**src/blbc_pkg.sv**
```systemverilog
`default_nettype none
package blbc_pkg;

  // Bit operation codes
  typedef enum logic [3:0] {
    BLBC_OP_NONE = 4'h0,
    BLBC_OP_CARRY_OR_BIT = 4'h1,
    BLBC_OP_CARRY_OR_INVERTED_BIT = 4'h2,
    BLBC_OP_CARRY_XOR_BIT = 4'h3,
    BLBC_OP_CARRY_XOR_INVERTED_BIT = 4'h4,
    BLBC_OP_BIT_TO_CARRY_LOAD = 4'h5,
    BLBC_OP_INVERTED_BIT_TO_CARRY_LOAD = 4'h6,
    BLBC_OP_CARRY_TO_BIT_STORE = 4'h7,
    BLBC_OP_INVERTED_CARRY_TO_BIT_STORE = 4'h8
  } blbc_bit_op_t;

  // Branch condition codes
  typedef enum logic [2:0] {
    BLBC_COND_BRANCH_ALWAYS = 3'h0,
    BLBC_COND_BRANCH_NEVER = 3'h1,
    BLBC_COND_BRANCH_IF_HIGHER = 3'h2,
    BLBC_COND_BRANCH_IF_LOWER_OR_SAME = 3'h3,
    BLBC_COND_BRANCH_IF_HIGHER_OR_SAME = 3'h4
  } blbc_cond_t;

  typedef enum logic [1:0] {
    BLBC_ST_IDLE = 2'h0,
    BLBC_ST_MEM_READ = 2'h1,
    BLBC_ST_MEM_WRITE = 2'h2
  } blbc_state_t;

  localparam int BLBC_BYTE_W = 8;
  localparam int BLBC_BITNO_W = 3;
  localparam int BLBC_ADDR_W = 16;
  localparam logic BLBC_CARRY_RST = 1'b0;

endpackage : blbc_pkg
`default_nettype wire

```
**src/blbc_br_if.sv**
```systemverilog
`timescale 1ns/10ps
`default_nettype none
interface blbc_br_if;
  import blbc_pkg::*;
  logic valid;
  blbc_cond_t cond;
  logic carry;
  logic zero;
  logic taken;
  modport core (output valid, output cond, output carry, output zero, input taken);
  modport eval (input valid, input cond, input carry, input zero, output taken);
endinterface : blbc_br_if
`default_nettype wire

```
**src/blbc_branch_eval.sv**
```systemverilog
`timescale 1ns/10ps
`default_nettype none
module blbc_branch_eval
  import blbc_pkg::*;
(
  blbc_br_if.eval br
);

  always_comb
  begin
    br.taken = 1'b0;
    if (br.valid)
    begin
      unique case (br.cond)
        BLBC_COND_BRANCH_ALWAYS: br.taken = 1'b1;
        BLBC_COND_BRANCH_NEVER: br.taken = 1'b0;
        BLBC_COND_BRANCH_IF_HIGHER: br.taken = ~(br.carry | br.zero);
        BLBC_COND_BRANCH_IF_LOWER_OR_SAME: br.taken = br.carry | br.zero;
        BLBC_COND_BRANCH_IF_HIGHER_OR_SAME: br.taken = ~br.carry;
        default: br.taken = 1'b0;
      endcase
    end
  end

endmodule : blbc_branch_eval
`default_nettype wire

```
**src/blbc_bit_logic_branch_cond.sv**
```systemverilog
// Contract
// - carry_or_bit: carry gets carry OR bit
// - carry_or_inverted_bit: carry OR inverted bit
// - carry_xor_bit: carry gets carry XOR bit
// - carry_xor_inverted_bit: carry XOR inverted bit
// - bit_to_carry_load copies bit into carry
// - inverted load writes inverted bit to carry
// - carry_to_bit_store writes carry into bit
// - inverted store writes inverted carry into bit
// - inverted forms take bit number from immediate
// - branch to target if true, else next
// - always, never, high, low-or-same, carry-clear conditions
// - plain forms take immediate or register bit number
`timescale 1ns/10ps
`default_nettype none
module blbc_bit_logic_branch_cond
  import blbc_pkg::*;
#(
  parameter int ADDR_W = BLBC_ADDR_W
)
(
  input wire logic core_clk_i,
  input wire logic rst_i,
  // Bit operation request
  input wire logic bit_valid_i,
  input wire blbc_bit_op_t bit_op_i,
  input wire logic bit_use_reg_i,
  input wire logic [BLBC_BITNO_W-1:0] bit_imm_i,
  input wire logic [BLBC_BYTE_W-1:0] bit_reg_no_i,
  input wire logic bit_mem_i,
  input wire logic [BLBC_BYTE_W-1:0] reg_byte_i,
  input wire logic [ADDR_W-1:0] mem_addr_i,
  output logic bit_ready_o,
  output logic bit_done_o,
  output logic [BLBC_BYTE_W-1:0] reg_byte_o,
  output logic reg_we_o,
  // Memory port, read data sampled in the same cycle as request
  output logic mem_req_o,
  output logic mem_we_o,
  output logic [ADDR_W-1:0] mem_addr_o,
  output logic [BLBC_BYTE_W-1:0] mem_wdata_o,
  input wire logic [BLBC_BYTE_W-1:0] mem_rdata_i,
  // Carry flag and zero flag
  input wire logic carry_load_i,
  input wire logic carry_load_val_i,
  input wire logic zero_i,
  output logic carry_o,
  // Branch request
  input wire logic br_valid_i,
  input wire blbc_cond_t br_cond_i,
  input wire logic [ADDR_W-1:0] br_target_i,
  input wire logic [ADDR_W-1:0] br_next_pc_i,
  output logic br_done_o,
  output logic br_taken_o,
  output logic [ADDR_W-1:0] br_pc_o
);

  typedef struct packed {
    blbc_state_t state;
    logic carry;
    blbc_bit_op_t op;
    logic [BLBC_BITNO_W-1:0] bitno;
    logic [ADDR_W-1:0] addr;
    logic [BLBC_BYTE_W-1:0] reg_byte;
    logic reg_we;
    logic bit_done;
    logic mem_req;
    logic mem_we;
    logic [BLBC_BYTE_W-1:0] mem_wdata;
    logic br_done;
    logic br_taken;
    logic [ADDR_W-1:0] br_pc;
  } blbc_core_state_t;

  blbc_core_state_t s;
  blbc_core_state_t next_s;

  blbc_br_if br ();

  blbc_branch_eval u_branch_eval (
    .br(br)
  );

  assign br.valid = br_valid_i;
  assign br.cond = br_cond_i;
  assign br.carry = s.carry;
  assign br.zero = zero_i;

  function automatic logic is_inverted(input blbc_bit_op_t op);
    is_inverted = (op == BLBC_OP_CARRY_OR_INVERTED_BIT) ||
                  (op == BLBC_OP_CARRY_XOR_INVERTED_BIT) ||
                  (op == BLBC_OP_INVERTED_BIT_TO_CARRY_LOAD) ||
                  (op == BLBC_OP_INVERTED_CARRY_TO_BIT_STORE);
  endfunction : is_inverted

  function automatic logic is_store(input blbc_bit_op_t op);
    is_store = (op == BLBC_OP_CARRY_TO_BIT_STORE) ||
               (op == BLBC_OP_INVERTED_CARRY_TO_BIT_STORE);
  endfunction : is_store

  // New carry for a carry-writing op
  function automatic logic carry_result(input blbc_bit_op_t op, input logic c,
                                        input logic b);
    carry_result = c;
    unique case (op)
      BLBC_OP_CARRY_OR_BIT: carry_result = c | b;
      BLBC_OP_CARRY_OR_INVERTED_BIT: carry_result = c | ~b;
      BLBC_OP_CARRY_XOR_BIT: carry_result = c ^ b;
      BLBC_OP_CARRY_XOR_INVERTED_BIT: carry_result = c ^ ~b;
      BLBC_OP_BIT_TO_CARRY_LOAD: carry_result = b;
      BLBC_OP_INVERTED_BIT_TO_CARRY_LOAD: carry_result = ~b;
      default: carry_result = c;
    endcase
  endfunction : carry_result

  // Byte with the selected bit replaced by carry or its inverse
  function automatic logic [BLBC_BYTE_W-1:0] store_byte(input blbc_bit_op_t op,
      input logic c, input logic [BLBC_BYTE_W-1:0] d,
      input logic [BLBC_BITNO_W-1:0] n);
    store_byte = d;
    store_byte[n] = (op == BLBC_OP_INVERTED_CARRY_TO_BIT_STORE) ? ~c : c;
  endfunction : store_byte

  logic [BLBC_BITNO_W-1:0] sel_bitno;
  logic [BLBC_BYTE_W-1:0] opnd;

  always_comb
  begin
    // Inverted forms ignore the register bit number
    if (bit_use_reg_i && !is_inverted(bit_op_i))
      sel_bitno = bit_reg_no_i[BLBC_BITNO_W-1:0];
    else
      sel_bitno = bit_imm_i;
  end

  assign opnd = (s.state == BLBC_ST_MEM_READ) ? mem_rdata_i : reg_byte_i;
  assign bit_ready_o = (s.state == BLBC_ST_IDLE);

  always_comb
  begin
    next_s = s;
    next_s.reg_we = 1'b0;
    next_s.bit_done = 1'b0;
    next_s.mem_req = 1'b0;
    next_s.mem_we = 1'b0;
    next_s.br_done = 1'b0;
    if (carry_load_i)
      next_s.carry = carry_load_val_i;
    unique case (s.state)
      BLBC_ST_IDLE:
      begin
        if (bit_valid_i && bit_op_i != BLBC_OP_NONE)
        begin
          next_s.op = bit_op_i;
          next_s.bitno = sel_bitno;
          next_s.addr = mem_addr_i;
          if (bit_mem_i)
          begin
            next_s.mem_req = 1'b1;
            next_s.state = BLBC_ST_MEM_READ;
          end
          else if (is_store(bit_op_i))
          begin
            next_s.reg_byte = store_byte(bit_op_i, s.carry, reg_byte_i, sel_bitno);
            next_s.reg_we = 1'b1;
            next_s.bit_done = 1'b1;
          end
          else
          begin
            next_s.carry = carry_result(bit_op_i, s.carry, reg_byte_i[sel_bitno]);
            next_s.bit_done = 1'b1;
          end
        end
      end
      BLBC_ST_MEM_READ:
      begin
        if (is_store(s.op))
        begin
          // Whole byte written back, only one bit changed
          next_s.mem_wdata = store_byte(s.op, s.carry, opnd, s.bitno);
          next_s.mem_req = 1'b1;
          next_s.mem_we = 1'b1;
          next_s.state = BLBC_ST_MEM_WRITE;
        end
        else
        begin
          next_s.carry = carry_result(s.op, s.carry, opnd[s.bitno]);
          next_s.bit_done = 1'b1;
          next_s.state = BLBC_ST_IDLE;
        end
      end
      BLBC_ST_MEM_WRITE:
      begin
        next_s.bit_done = 1'b1;
        next_s.state = BLBC_ST_IDLE;
      end
      default: next_s.state = BLBC_ST_IDLE;
    endcase
    if (br_valid_i)
    begin
      next_s.br_done = 1'b1;
      next_s.br_taken = br.taken;
      next_s.br_pc = br.taken ? br_target_i : br_next_pc_i;
    end
  end

  always_ff @(posedge core_clk_i or posedge rst_i)
  begin
    if (rst_i)
    begin
      s <= '0;
      s.carry <= BLBC_CARRY_RST;
    end
    else
      s <= next_s;
  end

  assign carry_o = s.carry;
  assign bit_done_o = s.bit_done;
  assign reg_byte_o = s.reg_byte;
  assign reg_we_o = s.reg_we;
  assign mem_req_o = s.mem_req;
  assign mem_we_o = s.mem_we;
  assign mem_addr_o = s.addr;
  assign mem_wdata_o = s.mem_wdata;
  assign br_done_o = s.br_done;
  assign br_taken_o = s.br_taken;
  assign br_pc_o = s.br_pc;

  property p_or_reg;
    @(posedge core_clk_i) disable iff (rst_i)
    (bit_ready_o && bit_valid_i && !bit_mem_i && !carry_load_i &&
     bit_op_i == BLBC_OP_CARRY_OR_BIT)
    |=> carry_o == ($past(carry_o) | $past(reg_byte_i[sel_bitno]));
  endproperty
  a_or_reg: assert property (p_or_reg) else $error("or-bit carry wrong");

  property p_ior_reg;
    @(posedge core_clk_i) disable iff (rst_i)
    (bit_ready_o && bit_valid_i && !bit_mem_i && !carry_load_i &&
     bit_op_i == BLBC_OP_CARRY_OR_INVERTED_BIT)
    |=> carry_o == ($past(carry_o) | ~$past(reg_byte_i[bit_imm_i]));
  endproperty
  a_ior_reg: assert property (p_ior_reg) else $error("inverted or carry wrong");

  property p_xor_reg;
    @(posedge core_clk_i) disable iff (rst_i)
    (bit_ready_o && bit_valid_i && !bit_mem_i && !carry_load_i &&
     bit_op_i == BLBC_OP_CARRY_XOR_BIT)
    |=> carry_o == ($past(carry_o) ^ $past(reg_byte_i[sel_bitno]));
  endproperty
  a_xor_reg: assert property (p_xor_reg) else $error("xor-bit carry wrong");

  property p_ixor_reg;
    @(posedge core_clk_i) disable iff (rst_i)
    (bit_ready_o && bit_valid_i && !bit_mem_i && !carry_load_i &&
     bit_op_i == BLBC_OP_CARRY_XOR_INVERTED_BIT)
    |=> carry_o == ($past(carry_o) ^ ~$past(reg_byte_i[bit_imm_i]));
  endproperty
  a_ixor_reg: assert property (p_ixor_reg) else $error("inverted xor wrong");

  property p_ld_reg;
    @(posedge core_clk_i) disable iff (rst_i)
    (bit_ready_o && bit_valid_i && !bit_mem_i && !carry_load_i &&
     bit_op_i == BLBC_OP_BIT_TO_CARRY_LOAD)
    |=> carry_o == $past(reg_byte_i[sel_bitno]) && bit_done_o;
  endproperty
  a_ld_reg: assert property (p_ld_reg) else $error("bit load wrong");

  property p_ild_reg;
    @(posedge core_clk_i) disable iff (rst_i)
    (bit_ready_o && bit_valid_i && !bit_mem_i && !carry_load_i &&
     bit_op_i == BLBC_OP_INVERTED_BIT_TO_CARRY_LOAD)
    |=> carry_o == ~$past(reg_byte_i[bit_imm_i]);
  endproperty
  a_ild_reg: assert property (p_ild_reg) else $error("inverted load wrong");

  property p_st_reg;
    @(posedge core_clk_i) disable iff (rst_i)
    (bit_ready_o && bit_valid_i && !bit_mem_i && bit_op_i == BLBC_OP_CARRY_TO_BIT_STORE)
    |=> reg_we_o && reg_byte_o[$past(sel_bitno)] == $past(carry_o);
  endproperty
  a_st_reg: assert property (p_st_reg) else $error("bit store wrong");

  property p_ist_reg;
    @(posedge core_clk_i) disable iff (rst_i)
    (bit_ready_o && bit_valid_i && !bit_mem_i &&
     bit_op_i == BLBC_OP_INVERTED_CARRY_TO_BIT_STORE)
    |=> reg_we_o && reg_byte_o[$past(bit_imm_i)] == ~$past(carry_o);
  endproperty
  a_ist_reg: assert property (p_ist_reg) else $error("inverted store wrong");

  property p_br;
    @(posedge core_clk_i) disable iff (rst_i)
    br_valid_i |=> br_done_o &&
      br_pc_o == ($past(br.taken) ? $past(br_target_i) : $past(br_next_pc_i));
  endproperty
  a_br: assert property (p_br) else $error("branch target wrong");

  property p_hi;
    @(posedge core_clk_i) disable iff (rst_i)
    (br_valid_i && br_cond_i == BLBC_COND_BRANCH_IF_HIGHER)
    |=> br_taken_o == ~($past(carry_o) | $past(zero_i));
  endproperty
  a_hi: assert property (p_hi) else $error("higher condition wrong");

  property p_hs;
    @(posedge core_clk_i) disable iff (rst_i)
    (br_valid_i && br_cond_i == BLBC_COND_BRANCH_IF_HIGHER_OR_SAME)
    |=> br_taken_o == ~$past(carry_o);
  endproperty
  a_hs: assert property (p_hs) else $error("higher or same condition wrong");

  property p_mem_rmw;
    @(posedge core_clk_i) disable iff (rst_i)
    (bit_ready_o && bit_valid_i && bit_mem_i && is_store(bit_op_i))
    |=> mem_req_o && !mem_we_o ##1 mem_req_o && mem_we_o ##1 bit_done_o;
  endproperty
  a_mem_rmw: assert property (p_mem_rmw) else $error("memory store sequence wrong");

endmodule : blbc_bit_logic_branch_cond
`default_nettype wire

```
**config.mk**
```make
export PLATFORM = sky130hd
export DESIGN_NAME = blbc_bit_logic_branch_cond
export DESIGN_NICKNAME = d
export VERILOG_FILES = /design/src/blbc_pkg.sv /design/src/blbc_br_if.sv /design/src/blbc_branch_eval.sv /design/src/blbc_bit_logic_branch_cond.sv
export SDC_FILE = /design/constraint.sdc
export NUM_CORES = 1
export LEC_CHECK = 0
export ABC_CLOCK_PERIOD_IN_PS = 6510
export BUFFER_PORTS_ARGS = -buffer_cell sky130_fd_sc_hd__buf_2
export CAP_MARGIN = 0
export CORE_ASPECT_RATIO = 1.1
export CORE_MARGIN = 8
export CORE_UTILIZATION = 54
export DETAILED_ROUTE_END_ITERATION = 8
export PLACE_DENSITY = 0.83
export SETUP_SLACK_MARGIN = 0.1
export SLEW_MARGIN = 20
export SYNTH_ARGS = -nofsm -noshare
export SYNTH_HDL_FRONTEND = slang
export SYNTH_SLANG_ARGS = --single-unit
export TNS_END_PERCENT = 50
```
**constraint.sdc**
```tcl
create_clock -name core_clk_i -period 6.51 [get_ports core_clk_i]
set_input_delay 0.3255 -clock core_clk_i [delete_from_list [all_inputs] [get_ports core_clk_i]]
set_output_delay 0.3255 -clock core_clk_i [all_outputs]
set_load 0.01 [all_outputs]
```
Word-level counts from Yosys, hierarchy flattened
Index checks and enable logic that the tools add are counted.

Memory bits (read-only): 0. Bits in registers: 64. Memories kept: 0. Output and inout port bits: 56. Bits in latches: 0. Memory bits (writable): 0.

Mux-type cells: 38. Multipliers: 0. Bitwise logic cells: 14. Div/mod/pow operators: 0. Reductions and logical operators: 18. $lt $le $gt $ge: 4. Shift operators: 0. $add $sub $neg: 0. Equal/unequal tests: 25.

Operators by type and width (count): two-way mux 37 bit (1); equality test 4 x 3 -> 1 bit (second input constant) (8); two-way mux 10 bit (2); two-way mux 18 bit (1); two-way mux 9 bit (2); bitwise mux 8 bit (2); equality test 4 x 2 -> 1 bit (second input constant) (4); two-way mux 16 bit (1); two-way mux 1 bit (14); one-hot mux 1 bit (6 select lines) (2); != test 10 x 6 -> 1 bit (second input constant) (1); equality test 4 x 1 -> 1 bit (second input constant) (2); equality test 4 bit (second input constant) (2); < comparator 3 x 4 -> 1 bit (second input constant) (2); two-way mux 8 bit (1); != test 8 x 1 -> 1 bit (second input constant) (1); AND reduction 2 bit (4); binary-select mux 1 bit (select 3 bit) (2); demux 1 bit (select 3 bit) (2); equality test 3 x 2 -> 1 bit (second input constant) (2); >= comparator 3 x 1 -> 1 bit (second input constant) (2); logical OR 1 bit (5); inverter 1 bit (5); bitwise OR 1 bit (5); 18 further kinds (26).

Depth between registers and ports, before layout
Gate-level depths: netlist of the first run.

Depth after elaboration: 16. Gate-level depth with buffers: 11. Depth with buffers taken out: 8.

Hierarchy
Synthesis of the first run repeated with hierarchy kept, for this count alone.

Cells, all modules: 383. Area, all modules: 3823.7 um^2.

Modules (own cells, without submodules): blbc_bit_logic_branch_cond (cells an instance 378, times used 1, area each 3789.9 um^2); blbc_branch_eval (cells an instance 5, times used 1, area each 33.8 um^2).

Worst setup path before layout of the first run
Ideal clock, no wire load.

Kind: input to register. From: input bit_op_i[1]. To: register, netlist name carry_o. Arrival time: 2.905 ns. Library setup time: 0.080 ns. Cell stages on the path: 11. Data required time: 6.430 ns. Path buffers: 3. Path slack: 3.525 ns. Path through: buf_2 or4b_1 buf_2 o211ai_4 buf_2 mux2i_1 a41oi_1 nor3_1 mux2_1 o2111a_1 nor3_2.

Word-level cells in the longest chain between the ends: 16. Elaborated cells on any way between the ends: 31. Classes of those cells: eq/ne: 9; mux: 8; bitwise: 5; reduce/logical: 9.

Ends and longest elaborated chain: start, declared (line blbc_bit_logic_branch_cond.sv:26) `input wire blbc_bit_op_t bit_op_i,`; equality test 4 x 2 -> 1 bit / equality test 4 x 3 -> 1 bit (equally long branches) (line blbc_bit_logic_branch_cond.sv:90, blbc_bit_logic_branch_cond.sv:105, blbc_bit_logic_branch_cond.sv:91); logical OR 1 bit (line blbc_bit_logic_branch_cond.sv:90) `is_inverted = (op == BLBC_OP_CARRY_OR_INVERTED_BIT) ||`; logical OR 1 bit (line blbc_bit_logic_branch_cond.sv:91) `(op == BLBC_OP_CARRY_XOR_INVERTED_BIT) ||`; logical OR 1 bit (line blbc_bit_logic_branch_cond.sv:92) `(op == BLBC_OP_INVERTED_BIT_TO_CARRY_LOAD) ||`; logical NOT 1 bit (line blbc_bit_logic_branch_cond.sv:130) `if (bit_use_reg_i && !is_inverted(bit_op_i))`; logical AND 1 bit (line blbc_bit_logic_branch_cond.sv:130); two-way mux 3 bit (line blbc_bit_logic_branch_cond.sv:130); binary-select mux 1 bit (select 3 bit) (line blbc_bit_logic_branch_cond.sv:170) `next_s.carry = carry_result(bit_op_i, s.carry, reg_byte_i[sel_bitno]);`; two-way mux 1 bit (not written as such) (line blbc_bit_logic_branch_cond.sv:170); inverter 1 bit (line blbc_bit_logic_branch_cond.sv:107, blbc_bit_logic_branch_cond.sv:109, blbc_bit_logic_branch_cond.sv:111); XOR 1 bit / bitwise OR 1 bit (equally long branches) (line blbc_bit_logic_branch_cond.sv:109, blbc_bit_logic_branch_cond.sv:107); one-hot mux 1 bit (6 select lines) (line blbc_bit_logic_branch_cond.sv:105) `unique case (op)`; two-way mux 1 bit (line blbc_bit_logic_branch_cond.sv:162) `else if (is_store(bit_op_i))`; two-way mux 1 bit (line blbc_bit_logic_branch_cond.sv:157) `if (bit_mem_i)`; two-way mux 37 bit (line blbc_bit_logic_branch_cond.sv:152) `if (bit_valid_i && bit_op_i != BLBC_OP_NONE)`; one-hot mux 1 bit (2 select lines) (line blbc_bit_logic_branch_cond.sv:149) `unique case (s.state)`.

Several ways; a longest one is shown, not always the timed one. The select of a mux whose other input is x is not followed. A chain may end at the register's enable or synchronous reset.

Worst setup path in the final report of the first run
From: register s[62] in the netlist's numbering. To: register, netlist name carry_o.

Word-level cells in the longest chain between the ends: 9. Elaborated cells on any way between the ends: 16. Classes of those cells: eq/ne: 3; mux: 6; bitwise: 5; reduce/logical: 2.

Ends and longest elaborated chain: start, declared (line blbc_bit_logic_branch_cond.sv:75) `blbc_core_state_t s;`; start signal, assigned (line blbc_bit_logic_branch_cond.sv:215) `s <= next_s;`; equality test 2 x 1 -> 1 bit (line blbc_bit_logic_branch_cond.sv:136, blbc_bit_logic_branch_cond.sv:149); two-way mux 8 bit (line blbc_bit_logic_branch_cond.sv:136) `assign opnd = (s.state == BLBC_ST_MEM_READ) ? mem_rdata_i : reg_byte_i;`; binary-select mux 1 bit (select 3 bit) (line blbc_bit_logic_branch_cond.sv:187) `next_s.carry = carry_result(s.op, s.carry, opnd[s.bitno]);`; two-way mux 1 bit (not written as such) (line blbc_bit_logic_branch_cond.sv:187); inverter 1 bit (line blbc_bit_logic_branch_cond.sv:107, blbc_bit_logic_branch_cond.sv:109, blbc_bit_logic_branch_cond.sv:111); XOR 1 bit / bitwise OR 1 bit (equally long branches) (line blbc_bit_logic_branch_cond.sv:109, blbc_bit_logic_branch_cond.sv:107); one-hot mux 1 bit (6 select lines) (line blbc_bit_logic_branch_cond.sv:105); two-way mux 1 bit (line blbc_bit_logic_branch_cond.sv:177) `if (is_store(s.op))`; one-hot mux 1 bit (2 select lines) (line blbc_bit_logic_branch_cond.sv:149).

Several ways; a longest one is shown, not always the timed one. The select of a mux whose other input is x is not followed.

==> impl_results.md, run 1 <==
- Status: completed
- Post-synthesis net count: 530
- Sequential share of power: 0.444
- Post-Route WL: 9250 um
- Cell area after synthesis: 3910 um^2
- Initial antenna violation count: 0
- CP peak stage delay: 0.89 ns
- Synth Register Bits: 64
- Skew final: 0.0105 ns
- Post-synth top cells: nand2_1, dfrtp_1, buf_4
- Most area-hungry cell type in the Yosys netlist: dfrtp_1
- Min-Delay Endpoint: mem_addr_o[15]$_DFFE_PP0P_
- Gate power share: 0.317
- P per Cell Area: 270 nW/um^2
- Die footprint: 10200 um^2
- Peak VDD IR: 0.000191 V
- Ys Warns: 0
- CTS tree: yes
- Clock Power Share: 0.238
- Starting Density: 0.558
- Core area: 7010 um^2
- Hold path depth: 3
- CTS Hold Bufs: 0
- Vias in the first global route: 3351
- Die height: 105 um
- Cts repair resizes: 0
- Share of cells above drive strength 1: 0.338
- Leak: 2.33 nW
- Synth top area share: 0.409
- Critical R2R Launch: s[62]$_DFFE_PP0P_
- Diodes inserted: 0
- Max FO, Critical Path: 13
- Largest cells by area after synthesis: dfrtp_1, mux2i_1, buf_4
- DRC Markers: 0
- Crit path DAT: 3.56 ns
- CP Capture Type: flip-flop
- Final period util: 0.512
- Nets: 609
- Net Switching: 408 uW
- IO Pins: 147
- Die width: 97.2 um
- Reg2reg end: carry_o$_DFFE_PP0P_
- Final ANT Viol Nets: 0
- Setup TNS: 0 ns
- Pwr Total: 1.20 mW
- Placement Setup Slack: 3.18 ns
- Yosys cell types: 49
- Iter 0 DRT Violations: 125
- Hold Crit Start: mem_addr_i[15]
- CTS Buf Count: 9
- Main flop type after synthesis: dfrtp_1
- Mapped Avg Cell Area: 8.91 um^2
- Worst Reg-to-Reg Cells: 8
- Worst-Skew Late Latency: 0.33 ns
- Final Max Tran Viols: 0
- Critical-path cell list: nor2b_1, mux2i_1, o22ai_1, or4b_1, or3_1, o2111ai_1, o2111a_1, nor3_2
- Setup CP Type: reg -> reg
- Internal Power: 790 uW
- Clock sinks: 64
- Root Buffer: clkbuf_8
- RD Place Congestion: 0.875
- TritonRoute pass-1 iters: 5
- Final hold violation count: 0
- Switching part of the total: 0.341
- DR vias/cell: 5.45
- Postcts setup bufs: 0
- Crit start category: flip-flop
- Cells after Synth: 439
- R2R setup slack: 3.18 ns
- Tot GR Track Use: 0.179
- Min Tclk post-route: 3.33 ns
- Required time worst endpoint: 6.73 ns
- Post-DP HPWL: 7160 um
- First-pass GRT wire length: 15300 um
- RSZ-0062 raised after global routing: false
- Clock Path Buffers: 2
- Worst slew margin: 0.274
- HP Class: in -> reg
- Vias: 3302
- Drt wl/cell: 15.3 um
- Site Rows: 32
- Largest net degree at the start of global routing: 65
- Final setup margin: 3.18 ns
- Finish-stage setup viols: 0
- CTS clk-pin slew, worst paths: 0.07 ns
- Number of synthesized flops with an enable pin: 0
- Asr flop ratio synth: 1.00
- H-tree depth: 3
- Overflow after GRT: 0
- Count of input and output buffers: 141
- Most common cell in the netlist: nand2_1
- Post-synthesis sequential area ratio: 0.409
- Area Overhead vs Synth: 13.4%
- Core Util, Final: 0.633
- CP max stage cell: nor2b_1
- Slew @ Worst Pin: 1.09 ns
- Max Cap Violations: 0
- Peak Freq: 0.300 GHz
worst max-delay path, delay by kind of cell, from the launching register on:
kind | cells | cell delay (ns)
simple gates | 4 | 1.92
flops | 1 | 0.44
mux | 1 | 0.35
compound gates | 3 | 0.52
cell families (layout without fill, tap and decap cells):
kind of cell,count (synthesis),count (layout),share of synthesized area
and+or+nand+nor,157,157,0.180
xor gates and xnor gates,5,5,0.0112
DFF,64,64,0.409
buffers and inverters,86,168,0.131
AOI/OAI and AO/OA,69,69,0.114
muxes,58,58,0.153
cell type report:
| type | count | area, um^2 |
|---|---|---|
| fillers | 600 | 2570 |
| multi-input cells | 289 | 1810 |
| flip-flops and latches | 64 | 1600 |
| repair buffers | 142 | 713 |
| clock buffers | 10 | 138 |
| well taps | 85 | 106 |
| inverters | 12 | 45.0 |
| clock inverters | 4 | 22.5 |
per-stage QoR:
step | std cells | instance area, um^2 | hold WS, ns
finish | 606 | 4440 | 0.183
detailed placement | 592 | 4270 | 0.460
global route | 606 | 4440 | 0.171
global placement | 592 | 4270 | 0.453
CTS | 606 | 4430 | 0.163
floorplan | 439 | 3910 | 0.357
routing by layer:
metal	vias to the layer above	part of all wire	global-route usage	wire [um]
met5	-	0	0	0
li1	1608	-	-	-
met1	1529	0.40	0.199	3750
met4	0	0.016	0.0935	149
met2	146	0.50	0.303	4630
met3	19	0.079	0.0536	728
power groups by stage:
stage / clock network, mW / registers [mW] / logic [mW]
3_3_place_gp: 0 / 0.534 / 0.375
6_report: 0.286 / 0.532 / 0.380
2_1_floorplan: 0 / 0.519 / 0.344
4_1_cts: 0.296 / 0.533 / 0.387
5_1_grt: 0.313 / 0.544 / 0.423
3_5_place_dp: 0 / 0.541 / 0.385
how the worst max path moves through the flow:
stage / cells after the start / slack (ns) / startpoint / endpoint
5_1_grt: 8 / 2.99 / s[62]$_DFFE_PP0P_ / carry_o$_DFFE_PP0P_
3_5_place_dp: 9 / 3.18 / bit_op_i[0] / carry_o$_DFFE_PP0P_
3_3_place_gp: 9 / 3.26 / bit_op_i[0] / carry_o$_DFFE_PP0P_
6_report: 8 / 3.18 / s[62]$_DFFE_PP0P_ / carry_o$_DFFE_PP0P_
2_1_floorplan: 11 / 3.52 / bit_op_i[1] / carry_o$_DFFE_PP0P_
4_1_cts: 8 / 3.23 / s[62]$_DFFE_PP0P_ / carry_o$_DFFE_PP0P_
state kept, by name, indices dropped and copies added (netlist names), 8 cells and up:
name         flops
mem_wdata_o      8
mem_addr_o      16
s                9
reg_byte_o       8
br_pc_o         16
cells in the final DEF, fill, tap and decap left out, drive strengths merged, types with 4 or more instances in the layout:
master | Yosys | final
mux2 | 12 | 12
o21ai | 22 | 22
nor2 | 31 | 31
xnor2 | 4 | 4
a21oi | 20 | 20
dfrtp | 64 | 64
mux2i | 46 | 46
nand2 | 81 | 81
nand3b | 4 | 4
nor3 | 15 | 15
clkbuf | 21 | 10
inv | 12 | 12
buf | 53 | 142
Note: power is estimated with default switching activity, not from simulation.
==> inputs of run 2 (changes only) <==
--- a/config.mk
+++ b/config.mk
@@ -5,14 +5,14 @@
 export SDC_FILE = /design/constraint.sdc
 export NUM_CORES = 1
 export LEC_CHECK = 0
-export ABC_CLOCK_PERIOD_IN_PS = 6510
+export ABC_CLOCK_PERIOD_IN_PS = 3450
 export BUFFER_PORTS_ARGS = -buffer_cell sky130_fd_sc_hd__buf_2
 export CAP_MARGIN = 0
 export CORE_ASPECT_RATIO = 1.1
 export CORE_MARGIN = 8
-export CORE_UTILIZATION = 54
+export CORE_UTILIZATION = 50
 export DETAILED_ROUTE_END_ITERATION = 8
-export PLACE_DENSITY = 0.83
+export PLACE_DENSITY = 0.77
 export SETUP_SLACK_MARGIN = 0.1
 export SLEW_MARGIN = 20
 export SYNTH_ARGS = -nofsm -noshare
==> constraint.sdc (replaced) <==
create_clock -name core_clk_i -period 3.45 [get_ports core_clk_i]
set_input_delay 0.1725 -clock core_clk_i [delete_from_list [all_inputs] [get_ports core_clk_i]]
set_output_delay 0.1725 -clock core_clk_i [all_outputs]
set_load 0.01 [all_outputs]
==> impl_results.md, run 2 (synthesis gave the netlist of run 1 again) <==
- Diodes inserted: 0 (unchanged)
- Slew @ Worst Pin: 0.856 ns (was 1.09 ns)
- Final ANT Viol Nets: 0 (unchanged)
- Worst-Skew Late Latency: 0.33 ns (about the same)
- Largest net degree at the start of global routing: 42 (was 65)
- Final period util: 0.824
- Peak VDD IR: 0.000283 V (was 0.000191 V)
- Postcts setup bufs: 0 (unchanged)
- Nets: 611 (was 609)
- Count of input and output buffers: 141 (unchanged)
- Drt wl/cell: 14.8 um (was 15.3 um)
- Most common cell after layout, fill and taps aside: buf_2 (unchanged)
- DR vias/cell: 5.11 (was 5.45)
- IO Pins: 147 (unchanged)
- Final hold violation count: 0 (unchanged)
- Family with the most delay on the worst path: simple AND/OR/NAND/NOR gates (unchanged)
- Iter 0 DRT Violations: 157 (was 125)
- Share of cells above drive strength 1: 0.338 (about the same)
- RD Place Congestion: 0.890 (was 0.875)
- Die height: 109 um (was 105 um)
- Vias in the first global route: 3316 (was 3351)
- Cts repair resizes: 0 (unchanged)
- Crit path DAT: 3.10 ns (was 3.56 ns)
- Skew final: 0.00891 ns (was 0.0105 ns)
- Max Cap Violations: 0 (unchanged)
- Overflow after GRT: 0 (unchanged)
- CP startpoint: bit_op_i[0] (was s[62]$_DFFE_PP0P_)
- Setup CP Type: in -> reg (was reg -> reg)
- Root Buffer: clkbuf_8 (unchanged)
- Critical-path cell list: buf_2, or4b_1, o211ai_4, mux2i_2, a2111oi_1, nor3_1, mux2_1, o2111a_1, nor3_2 (was nor2b_1, mux2i_1, o22ai_1, or4b_1, or3_1, o2111ai_1, o2111a_1, nor3_2)
- Status: completed (unchanged)
- Vias: 3226 (was 3302)
- HP Class: in -> async (was in -> reg)
- Required time worst endpoint: 3.71 ns (was 6.73 ns)
- Max FO, Critical Path: 19 (was 13)
- Worst hold slack: 0.0266 ns (was 0.183 ns)
- Peak Freq: 0.352 GHz
- Finish-stage setup viols: 0 (unchanged)
- Setup TNS: 0 ns (unchanged)
- CTS clk-pin slew, worst paths: 0.07 ns (about the same)
- Placed insts: 617 (was 592)
- P per Cell Area: 507 nW/um^2 (was 270 nW/um^2)
- RSZ-0062 raised after global routing: false (unchanged)
- Pwr Total: 2.27 mW (was 1.20 mW)
- Starting Density: 0.505 (was 0.558)
- Clock Path Buffers: 2 (unchanged)
- TritonRoute pass-1 iters: 5 (unchanged)
- Core area: 7740 um^2 (was 7010 um^2)
- Leak: 2.34 nW (was 2.33 nW)
- CTS Buf Count: 9 (unchanged)
- CP max stage cell: or4b_1 (was nor2b_1)
- CP Capture Type: flip-flop (unchanged)
- Initial antenna violation count: 0 (unchanged)
- Post-DP HPWL: 7310 um (was 7160 um)
- Area Overhead vs Synth: 14.5% (was 13.4%)
- Die width: 100 um (was 97.2 um)
- H-tree depth: 3 (unchanged)
- Tot GR Track Use: 0.171 (was 0.179)
- Crit start category: input pin (was flip-flop)
- Fin cells: 631 (was 606)
- CP Buf/Inv Count: 1 (was 0)
- Min Tclk post-route: 2.84 ns
- Worst slew margin: 0.428 (was 0.274)
- Final Max Tran Viols: 0 (unchanged)
- Critical R2R Launch: s[62]$_DFFE_PP0P_ (unchanged)
- Post-Route WL: 9320 um (was 9250 um)
- DRC Markers: 0 (unchanged)
- First-pass GRT wire length: 14900 um (was 15300 um)
- Site Rows: 34 (was 32)
- Most frequent cells in the layout: buf_2, nand2_1, dfrtp_1 (unchanged)
- CP peak stage delay: 0.66 ns (was 0.89 ns)
- CTS Hold Bufs: 0 (unchanged)
- Die footprint: 10900 um^2 (was 10200 um^2)
- Clock sinks: 64 (unchanged)
- CTS tree: yes (unchanged)
-- run 2: changes by cell type in the layout (fill, tap and decap cells not counted) --
cell and change:
nand2b_2 -1, buf_4 +2, nand2b_1 +1
-- run 2: final timing paths --
check	endpoint	slack [ns]	cells past startpoint
setup / recovery	carry_o$_DFFE_PP0P_	0.61	9
hold / removal	s[60]$_DFFE_PP0P_	0.03	2
setup reg to reg	carry_o$_DFFE_PP0P_	0.69	9
hold reg to reg	mem_addr_o[11]$_DFFE_PP0P_	0.48	2
max in group asynchronous	mem_addr_o[6]$_DFFE_PP0P_	2.59	3
min in group core_clk_i	mem_addr_o[10]$_DFFE_PP0P_	0.03	3
-- run 2: power breakdown --
part | internal, mW | switching [mW]
Sequential | 0.899 | 0.106
Combinational | 0.325 | 0.397
Clock | 0.268 | 0.275
Total | 1.49 | 0.778
-- run 2: area by class of cell --
class	count	area, um^2
clock buffers	10	138
clock inverters	4	22.5
fillers	690	3260
inverters	12	45.0
multi-input cells	289	1810
flip-flops and latches	64	1600
well taps	108	135
repair buffers	144	728
-- run 2: layer usage --
layer / routed length (um) / global-route usage / vias to the layer above
met2: 4410 / 0.292 / 126
li1: - / - / 1612
met3: 894 / 0.0728 / 22
met5: 0 / 0 / -
met1: 3830 / 0.184 / 1466
met4: 182 / 0.0703 / 0
-- run 2: stage by stage --
step	setup WS [ns]	util	cell area, um^2
after detailed placement	0.317	0.557	4310
final	0.607	0.578	4480
after global placement	0.376	0.557	4310
after floorplan	0.618	-	3910
after global routing	0.450	0.578	4480
after CTS	0.664	0.578	4470
==> inputs of run 3 (changes only) <==
--- a/config.mk
+++ b/config.mk
@@ -5,7 +5,7 @@
 export SDC_FILE = /design/constraint.sdc
 export NUM_CORES = 1
 export LEC_CHECK = 0
-export ABC_CLOCK_PERIOD_IN_PS = 3450
+export ABC_CLOCK_PERIOD_IN_PS = 3000
 export BUFFER_PORTS_ARGS = -buffer_cell sky130_fd_sc_hd__buf_2
 export CAP_MARGIN = 0
 export CORE_ASPECT_RATIO = 1.1
==> constraint.sdc (replaced) <==
create_clock -name core_clk_i -period 3 [get_ports core_clk_i]
set_input_delay 0.15 -clock core_clk_i [delete_from_list [all_inputs] [get_ports core_clk_i]]
set_output_delay 0.15 -clock core_clk_i [all_outputs]
set_load 0.01 [all_outputs]
==> impl_results.md, run 3 (synthesis gave the netlist of run 1 again) <==
- Status: finished with violations (was completed)
- Failing checks: hold timing
- Final period util: 0.914
- Peak Freq: 0.365 GHz
- Finish-stage setup viols: 0 (unchanged)
- Count of input and output buffers: 141 (unchanged)
- Most frequent cells in the layout: buf_2, nand2_1, dfrtp_1 (unchanged)
- Vias: 3350 (was 3226)
- Critical R2R Launch: s[63]$_DFFE_PP0P_ (was s[62]$_DFFE_PP0P_)
- Post-DP HPWL: 7450 um (was 7310 um)
- Root Buffer: clkbuf_8 (unchanged)
- FILL cells: 708 (was 690)
- Core area: 7740 um^2 (unchanged)
- Fin cells: 656 (was 631)
- Worst hold slack: -0.0206 ns (was 0.0266 ns)
- Starting Density: 0.505 (unchanged)
- Most common cell after layout, fill and taps aside: buf_2 (unchanged)
- CTS Buf Count: 9 (unchanged)
- Tot GR Track Use: 0.180 (was 0.171)
- Clock sinks: 64 (unchanged)
- Setup TNS: 0 ns (unchanged)
- Sequential cell area: 1600 um^2 (about the same)
- Vias in the first global route: 3349 (was 3316)
- Largest net degree at the start of global routing: 53 (was 42)
- Nets: 634 (was 611)
- DR vias/cell: 5.11 (about the same)
- RD Place Congestion: 0.835 (was 0.890)
- DRC Markers: 0 (unchanged)
- TritonRoute pass-1 iters: 5 (unchanged)
- CP Capture Type: flip-flop (unchanged)
- Slew @ Worst Pin: 0.887 ns (was 0.856 ns)
- Worst-Skew Late Latency: 0.33 ns (about the same)
- Share of cells above drive strength 1: 0.347 (was 0.338)
- HP Class: in -> async (unchanged)
- Final Max Tran Viols: 0 (unchanged)
- First-pass GRT wire length: 15900 um (was 14900 um)
- Peak VDD IR: 0.000378 V (was 0.000283 V)
- Area of the multi-input gates: 1820 um^2 (was 1810 um^2)
- Site Rows: 34 (unchanged)
- Postcts setup bufs: 0 (unchanged)
- IO Pins: 147 (unchanged)
- Crit start category: flip-flop (was input pin)
- CTS tree: yes (unchanged)
- Clock Path Buffers: 2 (unchanged)
- Setup CP Type: reg -> reg (was in -> reg)
- Final ANT Viol Nets: 0 (unchanged)
- Post-Route WL: 9720 um (was 9320 um)
- Area Overhead vs Synth: 21.1% (was 14.5%)
- RSZ-0062 raised after global routing: false (unchanged)
- Final hold violation count: 51 (was 0)
- Diodes inserted: 0 (unchanged)
- Min Tclk post-route: 2.74 ns
- Required time worst endpoint: 3.22 ns (was 3.71 ns)
- Worst slew margin: 0.408 (was 0.428)
- Placed insts: 627 (was 617)
- Leak: 2.46 nW (was 2.34 nW)
- Initial antenna violation count: 0 (unchanged)
- Die footprint: 10900 um^2 (unchanged)
- CP startpoint: s[63]$_DFFE_PP0P_ (was bit_op_i[0])
- Drt wl/cell: 14.8 um (about the same)
- Max FO, Critical Path: 13 (was 19)
- Overflow after GRT: 0 (unchanged)
- CTS clk-pin slew, worst paths: 0.07 ns (about the same)
- Crit path DAT: 2.96 ns (was 3.10 ns)
- Die height: 109 um (unchanged)
- P per Cell Area: 580 nW/um^2 (was 507 nW/um^2)
- Die width: 100 um (unchanged)
- H-tree depth: 3 (unchanged)
- Iter 0 DRT Violations: 92 (was 157)
- Skew final: 0.00995 ns (was 0.00891 ns)
- Max Cap Violations: 0 (unchanged)
run 3: cell count changes in the layout (fill, tap and decap cells not counted), sizes merged:
| cell | before | now |
|---|---|---|
| buf | 144 | 154 |
| bufinv | 0 | 1 |
| clkbuf | 10 | 11 |
| clkinv | 3 | 4 |
| dlygate4sd3 | 0 | 13 |
| inv | 12 | 11 |
run 3: worst paths after layout:
check | slack [ns] | cells after the start | end
max | 0.26 | 9 | carry_o$_DFFE_PP0P_
min | -0.02 | 2 | mem_addr_o[9]$_DFFE_PP0P_
max reg2reg | 0.26 | 9 | carry_o$_DFFE_PP0P_
min reg2reg | 0.47 | 2 | mem_addr_o[9]$_DFFE_PP0P_
max in group asynchronous | 2.32 | 3 | s[58]$_DFFE_PP0P_
min in group core_clk_i | 0.02 | 3 | mem_addr_o[2]$_DFFE_PP0P_
run 3: where the power goes:
part           leakage (nW)  switching [mW]  internal (mW)  total (mW)
Combinational          1.58           0.462          0.396       0.858
Sequential            0.778           0.124           1.03        1.16
Clock                0.0993           0.328          0.405       0.733
run 3: stage by stage:
stage | setup slack [ns] | util | power, mW | area (um^2) | hold slack (ns)
after floorplan | 0.184 | - | 1.87 | 3910 | 0.181
after CTS | 0.235 | 0.609 | 2.79 | 4710 | 0.00320
after global placement | 0.177 | 0.567 | 1.99 | 4390 | 0.341
after global routing | 0.108 | 0.612 | 2.93 | 4740 | 0.0122
after detailed placement | 0.108 | 0.567 | 2.02 | 4390 | 0.344
final | 0.259 | 0.612 | 2.75 | 4740 | -0.0206
run 3: layout make-up:
type | count | share of cell area
multi-input cells | 289 | 0.384
inverters | 12 | 0.00977
repair buffers | 167 | 0.198
flip-flops and latches | 64 | 0.338
well taps | 108 | 0.0285
clock buffers | 11 | 0.0298
clock inverters | 5 | 0.0119
run 3: repair_timing:
action                                 4_1_cts  5_1_grt
setup endpoints to repair                    0        1
gates resized for setup                      0        4
endpoints found under the hold margin       13        0
hold buffers                                13        0
run 3: metal layers:
metal  part of all wire  vias up  global-route usage
met1               0.42     1554               0.204
li1                   -     1659                   -
met2               0.49      125               0.310
met4              0.013        0              0.0714
met3              0.080       12              0.0581
met5                  0        -                   0
run 3: critical path, cell delays in order (launching register included):
cell and delay [ns]:
dfrtp_1 0.45, nor2b_1 0.17, buf_6 0.20, mux2i_1 0.25, o22ai_1 0.12, or4b_1 0.61
or3_1 0.39, o2111ai_1 0.15, o2111a_1 0.25, nor3_2 0.04
